[src/lcdf_pkg.sv]
/*
 lcdf_pkg: constants and types of the lcd frame interrupt and clock block.
 assumes a 32-bit classic wishbone slave, one word per register.
*/
package lcdf_pkg;
  // ----------------------------------------------------------------
  // register byte addresses
  // ----------------------------------------------------------------
  localparam logic [7:0] ADDR_CLOCK_CONTROL = 8'h00;
  localparam logic [7:0] ADDR_MODULE_CONTROL = 8'h04;
  localparam logic [7:0] ADDR_INT_FLAG = 8'h08;
  localparam logic [7:0] ADDR_INT_ENABLE = 8'h0c;
  localparam logic [7:0] ADDR_DISPLAY_CONTROL = 8'h10;
  localparam logic [7:0] ADDR_RAM_BASE = 8'h80;
  // ----------------------------------------------------------------
  // field positions and reset values
  // ----------------------------------------------------------------
  localparam int DEBUG_KEEP_BIT = 8;
  localparam int DIV_LSB = 4;
  localparam int SRC_LSB = 0;
  localparam int COMMON_ORDER_BIT = 5;
  localparam logic DEBUG_KEEP_RESET = 1'b1;
  localparam logic COMMON_ORDER_RESET = 1'b1;
  localparam logic [2:0] DIV_MAX_CODE = 3'h5;
  localparam logic [3:0] DIV_BASE_LOG2 = 4'h4;
  localparam logic [1:0] SRC_LOW_SPEED = 2'h1;
  localparam logic [1:0] SRC_EXTERNAL = 2'h3;
  // ----------------------------------------------------------------
  // display memory: 1/4 duty, 88 segments per area
  // ----------------------------------------------------------------
  localparam int SEGMENTS = 88;
  localparam int COMMONS = 4;
  localparam logic [15:0] AREA0_FIRST = 16'h7000;
  localparam logic [15:0] AREA0_LAST = 16'h70ae;
  localparam logic [15:0] AREA1_FIRST = 16'h7100;
  localparam logic [15:0] AREA1_LAST = 16'h71ae;
  localparam logic [8:0] RAM_BYTES = 9'h0b0;
  localparam logic [3:0] FRAME_LINES = 4'h4;

  typedef struct packed {
    logic debugKeep;
    logic [2:0] divSel;
    logic [1:0] srcSel;
  } lcdf_clock_t;
endpackage : lcdf_pkg

[src/lcdf_top.sv]
/*
 lcdf_top: segment lcd frame timing, frame interrupt, clock control and
 display ram (1/4 duty) behind a classic wishbone slave.
 assumes one synchronous clock; the source clocks arrive as enable pulses.
*/
// Overview of operation
// RL1: frame switch sets flag, write one clears
// RL2: one readable writable frame interrupt enable
// RL3: interrupt request only when flag and enable
// RL4: even bytes drive segments, common order selectable
// RL5: odd bytes are plain ram, not displayed
// RL6: debug keep bit eight, resets to one
// RL7: debug keep low stops clock in debug
// RL8: divider 16 to 512, low-speed sources undivided
// RL9: clock control writable only while module off
// RL10: writing zero keeps flag; set beats clear
`timescale 1ns/1ps
module lcdf_top
  import lcdf_pkg::*;
#(
  parameter int FRAME_DIV = 8
) (
  input wire logic clk,
  input wire logic rstn,
  input wire logic ce,
  input wire logic debugMode,
  input wire logic [3:0] srcTick,
  input wire logic [31:0] wb_adr_i,
  input wire logic [31:0] wb_dat_i,
  output logic [31:0] wb_dat_o,
  input wire logic [3:0] wb_sel_i,
  input wire logic wb_we_i,
  input wire logic wb_cyc_i,
  input wire logic wb_stb_i,
  output logic wb_ack_o,
  output logic irq,
  output logic [COMMONS-1:0] commonOut,
  output logic [SEGMENTS-1:0] segmentOut
);
  if (FRAME_DIV < 1 || FRAME_DIV > 65535) begin : gBadDiv
    $error("FRAME_DIV out of range");
  end
  // ----------------------------------------------------------------
  // bus decode
  // ----------------------------------------------------------------
  logic req;
  logic wr;
  logic [7:0] adr;
  logic [8:0] ramIdx;
  logic ramHit;
  lcdf_clock_t clockCtl;
  logic moduleOn;
  logic frameFlag;
  logic frameEnable;
  logic commonOrder;
  logic [7:0] ram [0:2*SEGMENTS-1];
  logic [7:0] ramByte;
  assign req = wb_cyc_i && wb_stb_i && !wb_ack_o;
  assign wr = req && wb_we_i && wb_sel_i[0];
  assign adr = wb_adr_i[7:0];
  // ram window: byte n of area a in the wb_adr_i[11] region (0x800 + 4n), word per byte
  assign ramIdx = wb_adr_i[10:2];
  assign ramHit = wb_adr_i[11] && (ramIdx < 9'(2*SEGMENTS));
  assign ramByte = ram[ramIdx[7:0]];
  // ----------------------------------------------------------------
  // wishbone ack and read data
  // ----------------------------------------------------------------
  always_ff @(posedge clk) begin
    if (!rstn) begin
      wb_ack_o <= 1'b0;
    end else if (ce) begin
      wb_ack_o <= req;
    end
  end
  always_ff @(posedge clk) begin
    if (!rstn) begin
      wb_dat_o <= 32'h0000_0000;
    end else if (ce && req) begin
      wb_dat_o <= 32'h0000_0000;
      if (ramHit) begin
        wb_dat_o <= {24'h00_0000, ramByte};
      end else begin
        case (adr)
          ADDR_CLOCK_CONTROL: begin
            wb_dat_o[DEBUG_KEEP_BIT] <= clockCtl.debugKeep;
            wb_dat_o[DIV_LSB +: 3] <= clockCtl.divSel;
            wb_dat_o[SRC_LSB +: 2] <= clockCtl.srcSel;
          end
          ADDR_MODULE_CONTROL: wb_dat_o[0] <= moduleOn;
          ADDR_INT_FLAG: wb_dat_o[0] <= frameFlag;
          ADDR_INT_ENABLE: wb_dat_o[0] <= frameEnable; // [RL2]
          ADDR_DISPLAY_CONTROL: begin
            wb_dat_o[COMMON_ORDER_BIT] <= commonOrder;
          end
          default: wb_dat_o <= 32'h0000_0000;
        endcase
      end
    end
  end
  // ----------------------------------------------------------------
  // control registers
  // ----------------------------------------------------------------
  always_ff @(posedge clk) begin
    if (!rstn) begin
      clockCtl.debugKeep <= DEBUG_KEEP_RESET; // [RL6]
      clockCtl.divSel <= 3'h0;
      clockCtl.srcSel <= 2'h0;
    end else if (ce && wr && !ramHit && adr == ADDR_CLOCK_CONTROL
                 && !moduleOn) begin // [RL9]
      if (wb_sel_i[1]) begin
        clockCtl.debugKeep <= wb_dat_i[DEBUG_KEEP_BIT]; // [RL6]
      end
      clockCtl.divSel <= wb_dat_i[DIV_LSB +: 3];
      clockCtl.srcSel <= wb_dat_i[SRC_LSB +: 2];
    end
  end
  always_ff @(posedge clk) begin
    if (!rstn) begin
      moduleOn <= 1'b0;
      frameEnable <= 1'b0;
      commonOrder <= COMMON_ORDER_RESET;
    end else if (ce && wr && !ramHit) begin
      if (adr == ADDR_MODULE_CONTROL) begin
        moduleOn <= wb_dat_i[0];
      end
      if (adr == ADDR_INT_ENABLE) begin
        frameEnable <= wb_dat_i[0]; // [RL2]
      end
      if (adr == ADDR_DISPLAY_CONTROL) begin
        commonOrder <= wb_dat_i[COMMON_ORDER_BIT];
      end
    end
  end
  // ----------------------------------------------------------------
  // display ram: even bytes displayed, odd bytes general purpose
  // ----------------------------------------------------------------
  always_ff @(posedge clk) begin
    if (ce && wr && ramHit) begin
      ram[ramIdx[7:0]] <= wb_dat_i[7:0]; // [RL5]
    end
  end
  // ----------------------------------------------------------------
  // operating clock: source select, divider, debug gating
  // ----------------------------------------------------------------
  logic srcPulse;
  logic undivided;
  logic clkRun;
  logic [9:0] divCnt;
  logic [9:0] divLast;
  logic opTick;
  assign srcPulse = srcTick[clockCtl.srcSel];
  assign undivided = clockCtl.srcSel == SRC_LOW_SPEED
                     || clockCtl.srcSel == SRC_EXTERNAL; // [RL8]
  assign clkRun = moduleOn && (!debugMode || clockCtl.debugKeep); // [RL7]
  // divide by 2^(code+4); reserved codes clamp to the largest ratio
  assign divLast = 10'((11'h001 << (DIV_BASE_LOG2 + ((clockCtl.divSel >
                   DIV_MAX_CODE) ? DIV_MAX_CODE : clockCtl.divSel))) - 1);
  always_ff @(posedge clk) begin
    if (!rstn) begin
      divCnt <= 10'h000;
    end else if (ce && clkRun && srcPulse) begin
      divCnt <= (divCnt >= divLast) ? 10'h000 : 10'(divCnt + 1); // [RL8]
    end
  end
  assign opTick = clkRun && srcPulse && (undivided || divCnt >= divLast);
  // ----------------------------------------------------------------
  // frame timing: common scan, frame switch event
  // ----------------------------------------------------------------
  logic [15:0] lineCnt;
  logic [1:0] lineSel;
  logic frameSwitch;
  assign frameSwitch = opTick && lineCnt == 16'(FRAME_DIV - 1)
                       && lineSel == 2'(FRAME_LINES - 1);
  always_ff @(posedge clk) begin
    if (!rstn) begin
      lineCnt <= 16'h0000;
      lineSel <= 2'h0;
    end else if (ce && opTick) begin
      if (lineCnt == 16'(FRAME_DIV - 1)) begin
        lineCnt <= 16'h0000;
        lineSel <= 2'(lineSel + 1);
      end else begin
        lineCnt <= 16'(lineCnt + 1);
      end
    end
  end
  // ----------------------------------------------------------------
  // frame interrupt flag and request
  // ----------------------------------------------------------------
  logic flagClear;
  assign flagClear = wr && !ramHit && adr == ADDR_INT_FLAG && wb_dat_i[0];
  always_ff @(posedge clk) begin
    if (!rstn) begin
      frameFlag <= 1'b0;
    end else if (ce) begin
      if (frameSwitch) begin
        frameFlag <= 1'b1; // [RL1] [RL10]
      end else if (flagClear) begin
        frameFlag <= 1'b0; // [RL1]
      end
    end
  end
  assign irq = frameFlag && frameEnable; // [RL3]
  // ----------------------------------------------------------------
  // segment and common outputs
  // ----------------------------------------------------------------
  logic [1:0] comIdx;
  assign comIdx = commonOrder ? lineSel : 2'(3 - lineSel); // [RL4]
  always_ff @(posedge clk) begin
    if (!rstn) begin
      commonOut <= '0;
    end else if (ce) begin
      commonOut <= moduleOn ? 4'(4'h1 << lineSel) : 4'h0; // [RL4]
    end
  end
  genvar g;
  generate
    for (g = 0; g < SEGMENTS; g++) begin : gSeg
      always_ff @(posedge clk) begin
        if (!rstn) begin
          segmentOut[g] <= 1'b0;
        end else if (ce) begin
          segmentOut[g] <= moduleOn && ram[2*g][comIdx]; // [RL4]
        end
      end
    end
  endgenerate
  // ----------------------------------------------------------------
  // assertions: bus handshake
  // ----------------------------------------------------------------
  ack_answer_a: assert property (@(posedge clk) disable iff (!rstn)
    ce && req |=> wb_ack_o)
    else $error("request not acknowledged");
  ack_pulse_a: assert property (@(posedge clk) disable iff (!rstn)
    ce && wb_ack_o |=> !wb_ack_o)
    else $error("ack held longer than one cycle");
  // ----------------------------------------------------------------
  // assertions: frame flag and request
  // ----------------------------------------------------------------
  flag_set_a: assert property (@(posedge clk) disable iff (!rstn) // [RL1]
    ce && frameSwitch |=> frameFlag)
    else $error("frame switch did not set flag");
  flag_clear_a: assert property (@(posedge clk) disable iff (!rstn) // [RL1]
    ce && flagClear && !frameSwitch |=> !frameFlag)
    else $error("write one did not clear flag");
  flag_hold_a: assert property (@(posedge clk) disable iff (!rstn) // [RL1]
    !(ce && (frameSwitch || flagClear)) |=> $stable(frameFlag))
    else $error("flag changed with no event");
  flag_read_a: assert property (@(posedge clk) disable iff (!rstn) // [RL1]
    ce && req && !ramHit && adr == ADDR_INT_FLAG
    |=> wb_dat_o[0] == $past(frameFlag))
    else $error("flag read back wrong");
  clear_lose_a: assert property (@(posedge clk) disable iff (!rstn) // [RL10]
    ce && frameSwitch && flagClear |=> frameFlag)
    else $error("clear beat a frame switch");
  zero_keep_a: assert property (@(posedge clk) disable iff (!rstn) // [RL10]
    ce && wr && !ramHit && adr == ADDR_INT_FLAG && !wb_dat_i[0]
    && frameFlag |=> frameFlag)
    else $error("writing zero cleared flag");
  irq_gate_a: assert property (@(posedge clk) disable iff (!rstn) // [RL3]
    irq == (frameFlag && frameEnable))
    else $error("irq not flag and enable");
  irq_rise_a: assert property (@(posedge clk) disable iff (!rstn) // [RL3]
    ce && frameSwitch && frameEnable
    && !(wr && !ramHit && adr == ADDR_INT_ENABLE) |=> irq)
    else $error("frame switch raised no request");
  reset_quiet_a: assert property (@(posedge clk) disable iff (!rstn) // [RL3]
    $rose(rstn) |-> !irq && !frameFlag)
    else $error("request pending after reset");
  enable_wr_a: assert property (@(posedge clk) disable iff (!rstn) // [RL2]
    ce && wr && !ramHit && adr == ADDR_INT_ENABLE
    |=> frameEnable == $past(wb_dat_i[0]))
    else $error("enable write lost");
  enable_read_a: assert property (@(posedge clk) disable iff (!rstn) // [RL2]
    ce && req && !ramHit && adr == ADDR_INT_ENABLE
    |=> wb_dat_o[0] == $past(frameEnable))
    else $error("enable read back wrong");
  // ----------------------------------------------------------------
  // assertions: operating clock
  // ----------------------------------------------------------------
  debug_reset_a: assert property (@(posedge clk) disable iff (!rstn) // [RL6]
    $rose(rstn) |-> clockCtl.debugKeep)
    else $error("debug keep bit reset wrong");
  clk_lock_a: assert property (@(posedge clk) disable iff (!rstn) // [RL9]
    $past(moduleOn) |-> $stable(clockCtl))
    else $error("clock control changed while on");
  debug_stop_a: assert property (@(posedge clk) disable iff (!rstn) // [RL7]
    debugMode && !clockCtl.debugKeep |-> !opTick)
    else $error("clock ran in debug");
  debug_hold_a: assert property (@(posedge clk) disable iff (!rstn) // [RL7]
    ce && debugMode && !clockCtl.debugKeep |=> $stable(lineSel))
    else $error("frame scan moved in debug");
  div_undiv_a: assert property (@(posedge clk) disable iff (!rstn) // [RL8]
    clkRun && srcPulse && undivided |-> opTick)
    else $error("low-speed source was divided");
  div_period_a: assert property (@(posedge clk) disable iff (!rstn) // [RL8]
    clkRun && srcPulse && !undivided && divCnt < divLast |-> !opTick)
    else $error("divided clock ticked early");
  // ----------------------------------------------------------------
  // assertions: display outputs
  // ----------------------------------------------------------------
  com_scan_a: assert property (@(posedge clk) disable iff (!rstn) // [RL4]
    ce && moduleOn |=> $onehot(commonOut))
    else $error("common scan not one-hot");
  com_off_a: assert property (@(posedge clk) disable iff (!rstn) // [RL4]
    ce && !moduleOn |=> commonOut == 4'h0 && segmentOut == '0)
    else $error("outputs driven while off");
endmodule : lcdf_top

[config.mk]
export PLATFORM = sky130hd
export DESIGN_NAME = lcdf_top
export DESIGN_NICKNAME = d
export VERILOG_FILES = /design/src/lcdf_pkg.sv /design/src/lcdf_top.sv
export SDC_FILE = /design/constraint.sdc
export NUM_CORES = 2
export LEC_CHECK = 0
export BUFFER_PORTS_ARGS = -buffer_cell sky130_fd_sc_hd__buf_2
export CORE_ASPECT_RATIO = 0.8
export CORE_UTILIZATION = 27
export CTS_BUF_LIST = sky130_fd_sc_hd__clkbuf_8
export CTS_CLUSTER_DIAMETER = 100
export DETAILED_ROUTE_END_ITERATION = 10
export GPL_ROUTABILITY_DRIVEN = 0
export PLACE_DENSITY = 0.49
export SYNTH_ARGS = -nofsm -noshare
export SYNTH_HDL_FRONTEND = slang
export SYNTH_SLANG_ARGS = --single-unit
export TNS_END_PERCENT = 10
[constraint.sdc]
create_clock -name clk -period 3.1 [get_ports clk]
set_clock_uncertainty 0.05 [all_clocks]
set_input_delay 0.62 -clock clk [delete_from_list [all_inputs] [get_ports clk]]
set_output_delay 0.62 -clock clk [all_outputs]
set_load 0.05 [all_outputs]
==> results.toml <==
[worst_setup_path]
worstPathRequired_ps = 3860
worstSetupPathType = "in -> reg"
reg2reg_to = "clockCtl[5]$_SDFFE_PN1P_"
cp_cell_sequence = "dlygate4sd3_1 > clkbuf_4 > inv_1 > o21ai_2 > buf_4 > nand2b_2 > nor4_4 > buf_12 > nand2_1 > mux2i_1 > dlygate4sd3_1 > nand2_1"
cp-end-kind = "flop"
cp_data_arrival_time_ps = 3740
rr_worst_depth = 11
cp_slowest_stage_delay_ps = 620
start_kind = "input port"
crit_family = "buffers and inverters"
r2r_setup_slack_ps = 160
crit_fanout = 15
slowest_stage = "dlygate4sd3_1"
timing.critical_path.buf_inv = 6
reg2reg_from = "wb_ack_o$_SDFFE_PN0P_"

[place]
post-place-ws_ps = -597
io_buffers = 136
placed_cells = 7100
place_hpwl_um = 148000

[floorplan]
dieWidth_um = 543
rows = 158
start_util_pct = 27.2
die-area_um2 = 236000
die_y_um = 435
core-area_um2 = 232000
ios = 205

[timing]
worst-slew-pin-transition_ps = 1210
slew_violations = 0
min_period_ps = 2980
finalSetupViolCount = 0
fmax_ghz = 0.335
worst_slack_ps = 116
timing.setup.tns_ps = 0
hold_viol_final = 0
max_slew_margin_pct = 19.0
fin_crit_sh_pct = 96.2
rsz0062_at_grt = "no"

[detailed_routing]
via_per_inst = 4.91
wirelength_um = 214000
ant_nets = 0
drtIter0Drc = 4261
vias = 37200
wire_per_inst_um = 28.3
first_pass_iters = 5
route.detailed.drc = 0

[power]
power.total_mw = 42.3
vdd_drop_max_v = 0.000358
power_density_nw_per_um2 = 548
p_leak_nw = 25.8

[logic_synthesis]
ys_types = 73
synthArstFlopShare_pct = 0
synthTopCellsByArea = "edfxtp_1 67%, mux4_2 15%, dfxtp_1 4.4%"
synth_top_cell_by_area = "edfxtp_1"
synth.cell_area_um2 = 63200
yosysWarnings = 0
netlist_top_cells_count = "1408 x edfxtp_1, 415 x mux4_2, 231 x nor2_1"
ys.flop_type = "edfxtp_1"
synth_edf_count = 1408
post-synth-top-count-cell = "edfxtp_1"
synth_top_area_share_pct = 66.9
synth-seq-cells = 1548
yosysSeqAreaShare_pct = 71.3
netlist_instances = 3423
synth_area_per_cell_um2 = 18.5

[global_route]
gr-usage-met1_pct = 25.9
gr-total-overflow = 0
met2_usage_pct = 26.5
grt_use_met3_pct = 3.97
grt_max_degree = 93
grt_pass1_wl_um = 297000
busiest_layer = "met2"
antenna_found_initial = 12
first_global_vias = 37200
grtUsageTotal_pct = 17.8

[flow_run]
drv_cap = 0

[worst_hold_path]
worstHoldPathCells = 2
hp-start = "wb_dat_i[7]"
hold_class = "in -> reg"
holdPathEnd = "ram[108][7]$_DFFE_PP_"

[cells_and_area]
final_util_pct = 33.2
fin_cells = 7561
area_delta_synth_final_pct = 22.1
nNetsFinal = 4327
layout-drive-gt1-share_pct = 34.4

[run_status]
status = "completed"

[clock_network]
cts_max_path_buffers = 4
clock-root-buffer = "clkbuf_8"
cts_tree = "built"
cts_buffers = 245
h-tree-depth = 4
post_cts_buffers = 0
clk_latency_ps = 990
cts.sinks = 1548
clkTransAtPathRegs_ps = 60
## logic make-up (layout without fill, tap and decap cells)
logic type,count (synthesis),after routing,synth area share (%)
buffers and inverters,249,1241,2.19
DFF,1548,1548,71.3
AOI/OAI and AO/OA,340,340,3.49
other,1,27,0.00593
xor gates and xnor gates,20,20,0.277
adders and majority gates,15,15,0.297
muxes,519,519,16.6
and+or+nand+nor,731,731,5.77
## cells in the final DEF, fill, tap and decap left out, drive strengths merged, types with 14 or more instances in the layout
cell type and instances:
mux4 422, xor2 17, edfxtp 1408, nand2 123, clkbuf 252, o22ai 14, a22oi 84, nor3 25
buf 772, o21ai 21, dfxtp 140, nand3 58, clkinv 107, nor2b 201, nor2 234, mux2i 95
a21oi 133, o211ai 16, conb 24, ha 15, inv 86, nand4 25
## final cells by class
| class | instances | area, um2 |
|---|---|---|
| fillers | 22400 | 155000 |
| diodes | 3 | 7.51 |
| clock inverters | 201 | 1160 |
| flip-flops and latches | 1548 | 45100 |
| multi-input cells | 1649 | 16900 |
| inverters | 10 | 37.5 |
| clock buffers | 251 | 3450 |
| repair buffers | 779 | 6600 |
| well taps | 3120 | 3900 |
## worst max-delay path by stage
stage                               start                  endpoint  cells after the start
finish                        wb_adr_i[9]  clockCtl[5]$_SDFFE_PN1P_                     12
global route        wb_ack_o$_SDFFE_PN0P_  clockCtl[5]$_SDFFE_PN1P_                     11
global placement              wb_adr_i[2]  wb_dat_o[5]$_SDFFE_PN0P_                     11
CTS                           wb_adr_i[9]  clockCtl[5]$_SDFFE_PN1P_                     12
floorplan                     wb_adr_i[2]     ram[127][0]$_DFFE_PP_                      9
detailed placement            wb_adr_i[2]  wb_dat_o[5]$_SDFFE_PN0P_                     11
## metrics by stage
stage,hold slack (ps),instance area [um2]
3_3_place_gp,422,72400
2_1_floorplan,390,63300
5_1_grt,54.6,77100
6_report,79.8,77100
3_5_place_dp,414,72400
4_1_cts,27.7,77100
## power breakdown
part | switching [mW] | total (mW) | internal [mW]
clock network | 8.46 | 16.9 | 8.45
logic | 1.64 | 2.62 | 0.978
registers | 0.00649 | 22.7 | 22.7
## sequential cells by signal (all words and copies together) (netlist names)
register / flops
segmentOut: 88
frameEnable: 1
wb_dat_o: 9
clockCtl: 6
commonOrder: 1
moduleOn: 1
ram: 1408
wb_ack_o: 1
lineSel: 2
commonOut: 4
frameFlag: 1
divCnt: 10
lineCnt: 16
## metal layers
metal,up-vias,share of wire [%]
li1,15500,-
met1,19800,45
met2,1581,44
met3,316,8.0
met4,4,2.7
met5,-,0.071
## what timing repair did
item / CTS / global route
hold buffers: 6 / 0
endpoints found under the hold margin: 61 / 0
setup endpoints to repair: 0 / 5
gates resized for setup: 0 / 5
Power figures use the tool's default switching activity.
